`src/hdl/touch_cmd_pkg.sv`:
```
package touch_cmd_pkg;

	// fixed upper six bits of the bus address
	localparam logic [5:0] ADDR_FIXED     = 6'h24;
	// positions inside the received address byte
	localparam int         ADDR_SEL_BIT   = 1;
	localparam int         ADDR_RW_BIT    = 0;

	// field positions of the command byte
	localparam int         CMD_START_BIT  = 7;
	localparam int         CMD_CHAN_HI    = 6;
	localparam int         CMD_CHAN_LO    = 4;
	localparam int         CMD_PD_BIT     = 2;
	localparam int         CMD_MODE_BIT   = 1;

	// values after reset of the command fields and mode state
	localparam logic       START_RST      = 1'h1;
	localparam logic [2:0] CHAN_RST       = 3'h4;
	localparam logic       PD_RST         = 1'h0;
	localparam logic       MODE_RST       = 1'h0;
	localparam logic       ASLEEP_RST     = 1'h0;

	// rising scl counts since start, numbered as on the wire
	localparam logic [5:0] CNT_SAMPLE_FALL = 6'h07;
	localparam logic [5:0] CNT_ADDR_LAST   = 6'h08;
	localparam logic [5:0] CNT_ADDR_ACK    = 6'h09;
	localparam logic [5:0] CNT_CMD_APPLY   = 6'h10;
	localparam logic [5:0] CNT_CMD_LAST    = 6'h11;
	localparam logic [5:0] CNT_CMD_ACK     = 6'h12;
	localparam logic [5:0] CNT_BYTE1_LAST  = 6'h11;
	localparam logic [5:0] CNT_BYTE1_ACK   = 6'h12;
	localparam logic [5:0] CNT_BYTE2_LAST  = 6'h1a;
	localparam logic [5:0] CNT_CONV_END    = 6'h15;
	localparam logic [5:0] CNT_MAX         = 6'h3f;

	// transfer phases, one-hot
	typedef enum logic [4:0] {
		ST_IDLE   = 5'h01,
		ST_ADDR   = 5'h02,
		ST_WRITE  = 5'h04,
		ST_READ   = 5'h08,
		ST_IGNORE = 5'h10
	} phase_e;

endpackage : touch_cmd_pkg

```
`src/hdl/touch_panel_command_port.sv`:
```
`timescale 1ns/100ps

// How it works
// - address byte is 100100, select-pin level, then read/write flag.
// - flag one means read, flag zero means write.
// - on address match the device pulls sda low in the acknowledge clock.
// - a write carries one msb-first command byte, acknowledged by the device.
// - command bits: start, channel[2:0], ignored, power-down, mode, ignored.
// - every command bit is taken on a rising scl edge.
// - start flag one is accelerate or axis, zero is sleep.
// - mode bit picks 12 or 8 bit result, or the sleep variant.
// - axis and pressure codes select fixed switch and input pairs.
// - accelerate codes use the same switch pairs as the axis and pressure codes.
// - reads reuse the channel and mode of the last write.
// - read data msb first; 12-bit mode pads four zero bits.
// - 12-bit read sends upper eight bits, then four bits and zeros.
// - each read converts afresh; the command stays until replaced.
// - sleep opens all drive lines; pen output floats or drives high.
// - sleep starts at the 16th rising scl; no conversion then.
// - a start-flag-one command wakes the device at the 16th rising scl.
// - sleep repeated keeps sleeping; power-up state is normal mode.
// - power-down zero: only y_minus on, pen detect; one: selected switch pair on, pen low.
// - sample one scl period ending the address byte, then 13 periods.
// - accelerate closes switches at the 18th falling scl of the write.
module touch_panel_command_port
	import touch_cmd_pkg::*;
(
	input  wire logic        mclk,
	input  wire logic        nrst,
	input  wire logic        sclIn,
	input  wire logic        sdaIn,
	output      logic        sdaOut,
	output      logic        sdaOe,
	input  wire logic        deviceAddressSelect,
	input  wire logic        penTouch,
	input  wire logic [11:0] adcResult,
	output      logic        xPlusOn,
	output      logic        xMinusOn,
	output      logic        yPlusOn,
	output      logic        yMinusOn,
	output      logic [2:0]  channelSelect,
	output      logic        resolution8,
	output      logic        sampleHold,
	output      logic        convertActive,
	output      logic        penInterruptNOut,
	output      logic        penInterruptNOe
);

	// switch set of a channel code: {x_plus, x_minus, y_plus, y_minus}
	function automatic logic [3:0] switchSet(input logic [2:0] chan);
		case (chan[1:0])
			2'h0:    switchSet = 4'hc;
			2'h1:    switchSet = 4'h3;
			default: switchSet = 4'h6;
		endcase
	endfunction : switchSet

	// pin synchroniser: bit 0 scl, 1 sda, 2 address select, 3 pen touch
	logic [3:0]  sync1_q;
	logic [3:0]  sync2_q;
	logic [3:0]  sync3_q;
	logic [3:0]  filt_q;
	logic [3:0]  filt_d;
	logic        sclRise;
	logic        sclFall;
	logic        startSeen;
	logic        stopSeen;
	logic        sdaBit;
	phase_e      phase_q;
	phase_e      phase_d;
	logic [5:0]  rCnt_q;
	logic [6:0]  shift_q;
	logic [7:0]  addrByte;
	logic        addrOk;
	logic [6:0]  cmdBits;
	logic        cmdStart_q;
	logic [2:0]  chan_q;
	logic        pdSel_q;
	logic        mode_q;
	logic        asleep_q;
	logic        accelOn_q;
	logic        moreWanted_q;
	logic [7:0]  tx_q;
	logic        txEn_q;
	logic [3:0]  lowNibble_q;
	logic        sampleWin_q;
	logic        convWin_q;
	logic [3:0]  sw_d;
	logic        penOut_d;
	logic        penOe_d;
	logic        sdaOe_q;
	logic [3:0]  sw_q;
	logic        penOut_q;
	logic        penOe_q;

	// a change counts once stages two and three agree; reset to idle: no false pen or start
	always_ff @(posedge mclk) begin
		if (!nrst) begin
			sync1_q <= 4'h3;
			sync2_q <= 4'h3;
			sync3_q <= 4'h3;
			filt_q  <= 4'h3;
		end else begin
			sync1_q <= {penTouch, deviceAddressSelect, sdaIn, sclIn};
			sync2_q <= sync1_q;
			sync3_q <= sync2_q;
			filt_q  <= filt_d;
		end
	end

	// edge and bus condition decode on the filtered levels
	assign filt_d    = (sync2_q & sync3_q) | (filt_q & (sync2_q | sync3_q));
	assign sclRise   = filt_d[0] & ~filt_q[0];
	assign sclFall   = ~filt_d[0] & filt_q[0];
	assign startSeen = filt_q[0] & filt_d[0] & filt_q[1] & ~filt_d[1];
	assign stopSeen  = filt_q[0] & filt_d[0] & ~filt_q[1] & filt_d[1];
	assign sdaBit    = filt_d[1];

	// address and command bytes assembled from the shifter plus the live bit
	assign addrByte = {shift_q, sdaBit};
	assign addrOk   = (addrByte[7:2] == ADDR_FIXED) &&
		(addrByte[ADDR_SEL_BIT] == filt_q[2]);
	assign cmdBits  = {shift_q[5:0], sdaBit};

	// phase sequencing; a start always wins so a restart is never missed
	always_comb begin
		phase_d = phase_q;
		if (startSeen) begin
			phase_d = ST_ADDR;
		end else if (stopSeen) begin
			phase_d = ST_IDLE;
		end else if (sclRise && phase_q == ST_ADDR && rCnt_q == CNT_ADDR_LAST - 6'h01) begin
			if (!addrOk) begin
				phase_d = ST_IGNORE;
			end else if (addrByte[ADDR_RW_BIT]) begin
				phase_d = ST_READ;
			end else begin
				phase_d = ST_WRITE;
			end
		end
	end

	// rising edge count since start, and the msb-first bit shifter
	always_ff @(posedge mclk) begin
		if (!nrst) begin
			phase_q <= ST_IDLE;
			rCnt_q  <= 6'h00;
			shift_q <= 7'h00;
		end else begin
			phase_q <= phase_d;
			if (startSeen) begin
				rCnt_q <= 6'h00;
			end else if (sclRise && rCnt_q != CNT_MAX) begin
				rCnt_q <= rCnt_q + 6'h01;
			end
			if (sclRise) begin
				shift_q <= {shift_q[5:0], sdaBit};
			end
		end
	end

	// command is applied at the 16th rising edge, when bits 7..1 are in
	always_ff @(posedge mclk) begin
		if (!nrst) begin
			cmdStart_q <= START_RST;
			chan_q     <= CHAN_RST;
			pdSel_q    <= PD_RST;
			mode_q     <= MODE_RST;
			asleep_q   <= ASLEEP_RST;
		end else if (sclRise && phase_q == ST_WRITE && rCnt_q == CNT_CMD_APPLY - 6'h01) begin
			cmdStart_q <= cmdBits[CMD_START_BIT - 1];
			chan_q     <= cmdBits[CMD_CHAN_HI - 1:CMD_CHAN_LO - 1];
			pdSel_q    <= cmdBits[CMD_PD_BIT - 1];
			mode_q     <= cmdBits[CMD_MODE_BIT - 1];
			asleep_q   <= ~cmdBits[CMD_START_BIT - 1];
		end
	end

	// accelerate drive is armed at the 18th falling edge, dropped by a new command
	always_ff @(posedge mclk) begin
		if (!nrst) begin
			accelOn_q <= 1'h0;
		end else if (sclRise && phase_q == ST_WRITE && rCnt_q == CNT_CMD_APPLY - 6'h01) begin
			accelOn_q <= 1'h0;
		end else if (sclFall && phase_q == ST_WRITE && rCnt_q == CNT_CMD_ACK) begin
			accelOn_q <= cmdStart_q & ~chan_q[2];
		end
	end

	// sample window scl7 fall to scl8 fall, then conversion up to scl21 fall
	always_ff @(posedge mclk) begin
		if (!nrst) begin
			sampleWin_q <= 1'h0;
			convWin_q   <= 1'h0;
		end else if (startSeen || stopSeen) begin
			sampleWin_q <= 1'h0;
			convWin_q   <= 1'h0;
		end else if (sclFall) begin
			sampleWin_q <= (rCnt_q == CNT_SAMPLE_FALL) && !asleep_q;
			if (rCnt_q == CNT_ADDR_LAST) begin
				convWin_q <= phase_q == ST_READ && !asleep_q;
			end else if (rCnt_q == CNT_CONV_END) begin
				convWin_q <= 1'h0;
			end
		end
	end

	// sda drive: acknowledges, then read data msb first; a one releases the line
	always_ff @(posedge mclk) begin
		if (!nrst) begin
			tx_q         <= 8'hff;
			txEn_q       <= 1'h0;
			lowNibble_q  <= 4'h0;
			moreWanted_q <= 1'h0;
			sdaOe_q      <= 1'h0;
		end else if (startSeen || stopSeen || phase_q == ST_IGNORE) begin
			txEn_q  <= 1'h0;
			sdaOe_q <= 1'h0;
		end else begin
			if (sclRise && phase_q == ST_READ && rCnt_q == CNT_BYTE1_ACK - 6'h01) begin
				moreWanted_q <= ~sdaBit & ~mode_q;
			end
			if (sclFall) begin
				if (rCnt_q == CNT_ADDR_LAST && phase_q != ST_ADDR) begin
					sdaOe_q <= 1'h1;
				end else if (rCnt_q == CNT_ADDR_ACK && phase_q == ST_READ) begin
					tx_q        <= adcResult[11:4];
					lowNibble_q <= adcResult[3:0];
					txEn_q      <= 1'h1;
					sdaOe_q     <= ~adcResult[11];
				end else if (rCnt_q == CNT_CMD_LAST && phase_q == ST_WRITE) begin
					sdaOe_q <= 1'h1;
				end else if (rCnt_q == CNT_BYTE1_ACK && phase_q == ST_READ && moreWanted_q) begin
					tx_q    <= {lowNibble_q, 4'h0};
					txEn_q  <= 1'h1;
					sdaOe_q <= ~lowNibble_q[3];
				end else if (txEn_q && rCnt_q != CNT_BYTE1_LAST && rCnt_q != CNT_BYTE2_LAST) begin
					tx_q    <= {tx_q[6:0], 1'h1};
					sdaOe_q <= ~tx_q[6];
				end else begin
					txEn_q  <= 1'h0;
					sdaOe_q <= 1'h0;
				end
			end
		end
	end

	// panel switches: sleep opens all; else drive while armed, converting or held on
	assign sw_d = asleep_q ? 4'h0 :
		(pdSel_q || accelOn_q || sampleWin_q || convWin_q) ? switchSet(chan_q) :
		4'h1;

	// pen output: sleep floats or drives high; detection only when fully idle
	assign penOe_d  = !(asleep_q && mode_q);
	assign penOut_d = asleep_q ? 1'h1 :
		(pdSel_q || accelOn_q || sampleWin_q || convWin_q) ? 1'h0 :
		~filt_q[3];

	// every pin but the constant sdaOut leaves through a flop so no decode glitch reaches the panel
	always_ff @(posedge mclk) begin
		if (!nrst) begin
			sw_q     <= 4'h1;
			penOut_q <= 1'h1;
			penOe_q  <= 1'h1;
		end else begin
			sw_q     <= sw_d;
			penOut_q <= penOut_d;
			penOe_q  <= penOe_d;
		end
	end

	assign sdaOut           = 1'h0;
	assign sdaOe            = sdaOe_q;
	assign {xPlusOn, xMinusOn, yPlusOn, yMinusOn} = sw_q;
	assign channelSelect    = chan_q;
	assign resolution8      = mode_q;
	assign sampleHold       = sampleWin_q;
	assign convertActive    = convWin_q;
	assign penInterruptNOut = penOut_q;
	assign penInterruptNOe  = penOe_q;
endmodule : touch_panel_command_port

```
`config.mk`:
```
export PLATFORM = sky130hd
export DESIGN_NAME = touch_panel_command_port
export DESIGN_NICKNAME = d
export VERILOG_FILES = /design/src/hdl/touch_cmd_pkg.sv /design/src/hdl/touch_panel_command_port.sv
export SDC_FILE = /design/constraint.sdc
export NUM_CORES = 1
export LEC_CHECK = 0
export ABC_AREA = 1
export BUFFER_PORTS_ARGS = -buffer_cell sky130_fd_sc_hd__buf_2
export CAP_MARGIN = 25
export CORE_UTILIZATION = 25
export CTS_CLUSTER_SIZE = 10
export DETAILED_ROUTE_END_ITERATION = 10
export HOLD_SLACK_MARGIN = 0.15
export PLACE_DENSITY_LB_ADDON = 0.12
export SYNTH_ARGS = -nofsm -noshare
export SYNTH_HDL_FRONTEND = slang
export SYNTH_SLANG_ARGS = --single-unit
```
`constraint.sdc`:
```
create_clock -name mclk -period 1.3 [get_ports mclk]
set_input_delay 0.065 -clock mclk [delete_from_list [all_inputs] [get_ports mclk]]
set_output_delay 0.065 -clock mclk [all_outputs]
set_load 0.03 [all_outputs]
```
==> metrics.md <==
| Metric | Value |
|---|---|
| Peak supply drop | 662 µV |
| WL final | 7730 µm |
| Synthesized instance count | 379 |
| Port buffer count | 30 |
| Root buffer cell | clkbuf_16 |
| Synth warn | 0 |
| Cell Rows | 39 |
| Layout Skew | 6.07 ps |
| Highest Clock Rate | 682 MHz |
| Drt wl/cell | 12.0 µm |
| Fin crit share | 1.13 |
| Kind of critical path | reg -> reg |
| R2r endpoint | lowNibble_q[2] |
| Synthesized cell area | 2910 µm² |
| Drt first pass iters | 4 |
| Post-synth top area share | 0.441 |
| CORE AREA | 11400 µm² |
| Worst setup margin | -166 ps |
| Final setup fails | 30 |
| Placed Cells | 596 |
| I/O Pins | 32 |
| Clk buf depth | 2 |
| CP Max Fanout | 4 |
| Clock buffer count from CTS | 9 |
| Synth area leaders | dfxtp_1 44%, nand2_1 8.9%, inv_1 5.6%, nor2_1 5.2%, nand3_1 5.0% |
| Setup crit start kind | register |
| N_diodes | 0 |
| H-tree Lvls | 3 |
| Clk pin slew, worst setup/hold paths | 60 ps |
| Worst Path Required | 1530 ps |
| Hpwl dp | 5330 µm |
| Syn_nets | 401 |
| DR WL met3 | 274 µm |
| Clock latency at the later pin of the worst-skew pair | 330 ps |
| Pwr per Cell Area | 991 nW/µm² |
| Sequential fraction of the synthesis area | 0.441 |
| Vias | 2779 |
| Initial antenna violation count | 0 |
| Failing checks | negative setup slack |
| Hold Vio Cnt, Final | 0 |
| Critical path arrival | 1690 ps |
| Non-Filler Instances | 645 |
| Initial Util | 0.256 |
| Core Util, Final | 0.413 |
| Vias per cell | 4.31 |
| Vias in the first global route | 2684 |
| Post-synth top area cell | dfxtp_1 |
| Leakage | 2.06 nW |
| CP Launch Point | rCnt_q[0] |
| Top sig layer | met4 |
| Area growth syn-to-layout | 61.5% |
| Final nets | 519 |
| Pre-CTS setup slack | -231 ps |
| CTS tree | yes |
| RSZ-0062 raised after global routing | yes |
| GP Congestion | 0.742 |
| Register-to-Register Path Depth | 10 |
| Total die area | 12100 µm² |
| First-pass GRT wire length | 12900 µm |
| HP Class | reg -> reg |
| Die H | 110 µm |
| Final Critical Period | 1470 ps |
| Initial DRC count | 125 |
| Synth unique cells | 37 |
| End of the critical path | lowNibble_q[2] |
| Die W | 110 µm |
| Metal2 WL | 3650 µm |
| Antenna Nets Post-Route | 0 |
| Clock sink count | 64 |
| Metal1 wirelength | 3720 µm |
| Maxcap violations | 0 |
| Gr ovfl total | 0 |
| R2R Path Start | rCnt_q[0] |
| Register bit total from synthesis | 64 |
| Layout cells sized above 1 | 0.458 |
| Avg Inst Size Synth | 7.67 µm² |
| Global-route usage over all layers | 0.142 |
| # DRC | 0 |
| Status | finished with violations |
| Max Slew Vio Count | 0 |
| Worst reg2reg setup slack | -170 ps |
| Crit. End Element | register |
| Pin count of the biggest net entering global routing | 35 |
==> routing by layer <==
layer	up-vias	GRT usage
li1	1471	-
met1	1269	0.177
met2	31	0.233
met3	8	0.0433
met4	0	0.0429
met5	-	0
==> cells in the final DEF (no fill, tap or decap), types with 3 or more instances in the layout <==
cell type / netlist / routed
dfxtp_4: 0 / 5
dlygate4sd3_1: 0 / 17
a21oi_1: 24 / 19
dfxtp_1: 64 / 53
nand4_1: 3 / 3
a21oi_2: 0 / 5
nand2_2: 8 / 10
buf_2: 2 / 30
clkinvlp_4: 0 / 3
nor2_4: 6 / 18
o22ai_1: 6 / 4
nand3_4: 1 / 4
o21ai_1: 0 / 6
inv_1: 43 / 35
nand3_1: 29 / 21
nor2_2: 6 / 8
inv_2: 5 / 9
clkbuf_16: 0 / 9
nand2_4: 4 / 9
or2_2: 6 / 6
nand3_2: 4 / 9
buf_4: 1 / 48
dfxtp_2: 0 / 6
nor3_4: 2 / 5
o21ai_0: 24 / 17
ha_4: 0 / 3
buf_6: 1 / 17
nor3_2: 0 / 4
nand2_1: 69 / 61
nor2_1: 40 / 26
==> where the power goes <==
part | switching, mW | leakage (nW) | internal, mW
Sequential | 0.0107 | 0.523 | 1.97
Combinational | 0.0793 | 1.39 | 0.0895
Clock | 0.958 | 0.145 | 1.54
Total | 1.05 | 2.06 | 3.60
==> stage by stage <==
step	instance area, µm²	hold WS [ps]	setup TNS (ps)	total power [mW]
final	4690	409	-3140	4.65
after CTS	4420	413	-3200	4.73
after floorplan	2930	163	-237	2.09
after global placement	3620	251	-4930	2.15
after detailed placement	3620	253	-5080	2.15
after global routing	4690	428	-6180	4.83
==> worst min-delay path by stage <==
stage,cells after the start,endpoint,startpoint
finish,2,sync2_q[2],sync1_q[2]
global route,1,sync2_q[0],sync1_q[0]
CTS,2,sync2_q[2],sync1_q[2]
detailed placement,3,sync1_q[3],penTouch
global placement,2,sync1_q[0],sclIn
floorplan,2,sync1_q[2],deviceAddressSelect
==> synthesized netlist by cell type, drive strengths merged <==
cell type,count
conb,1
o22ai,6
inv,48
a211oi,2
nand2,81
clkbuf,3
and3,1
nand3,34
a22oi,1
dfxtp,64
buf,5
o22a,1
nor3b,1
xor2,1
nor2,54
a21oi,24
o21ai,24
o211ai,1
ha,4
nand4,3
nand3b,1
or2,6
o21bai,1
nor3,11
a31oi,1
==> registers in the layout, summed over array words and instances (netlist names), 3 cells and up <==
signal	count
channelSelect	3
filt_q	4
lowNibble_q	4
phase_q	5
rCnt_q	6
shift_q	7
sw_q	4
sync1_q	4
sync2_q	4
sync3_q	4
tx_q	7
==> what timing repair did <==
action                                 CTS  global route
setup endpoints to repair               36            41
buffers inserted                        12             6
gates resized for setup                 52            68
gates cloned                             1             0
hold buffers                            17             0
pin swaps                               22            26
endpoints found under the hold margin   19             0
==> final cells by class <==
type | count | area (µm²)
clock buffer | 10 | 239
fill | 1171 | 6680
multi-input combinational | 260 | 1790
tap | 143 | 179
sequential | 64 | 1310
inverter | 48 | 194
clock inverter | 6 | 67.6
timing repair buffer | 114 | 912
==> kinds of logic (layout without fill, tap and decap cells) <==
group	count (synthesis)	after routing	share of synthesized area
and+or+nand+nor	192	193	0.347
adders and majority gates	4	4	0.0172
xor gates and xnor gates	1	1	0.00302
DFF	64	64	0.441
buffers and inverters	56	178	0.0771
other	1	1	0.00129
AOI/OAI and AO/OA	61	61	0.114
==> critical path, stage by stage, from the launching register on <==
cell and delay, ps:
dfxtp_4 390, inv_4 50, ha_2 180, nand3_2 80
nor2_4 40, nand2_2 80, nand2_4 90, buf_4 140
buf_6 120, nor3_4 110, nor2_1 60
(Power assumes the default switching activity.)
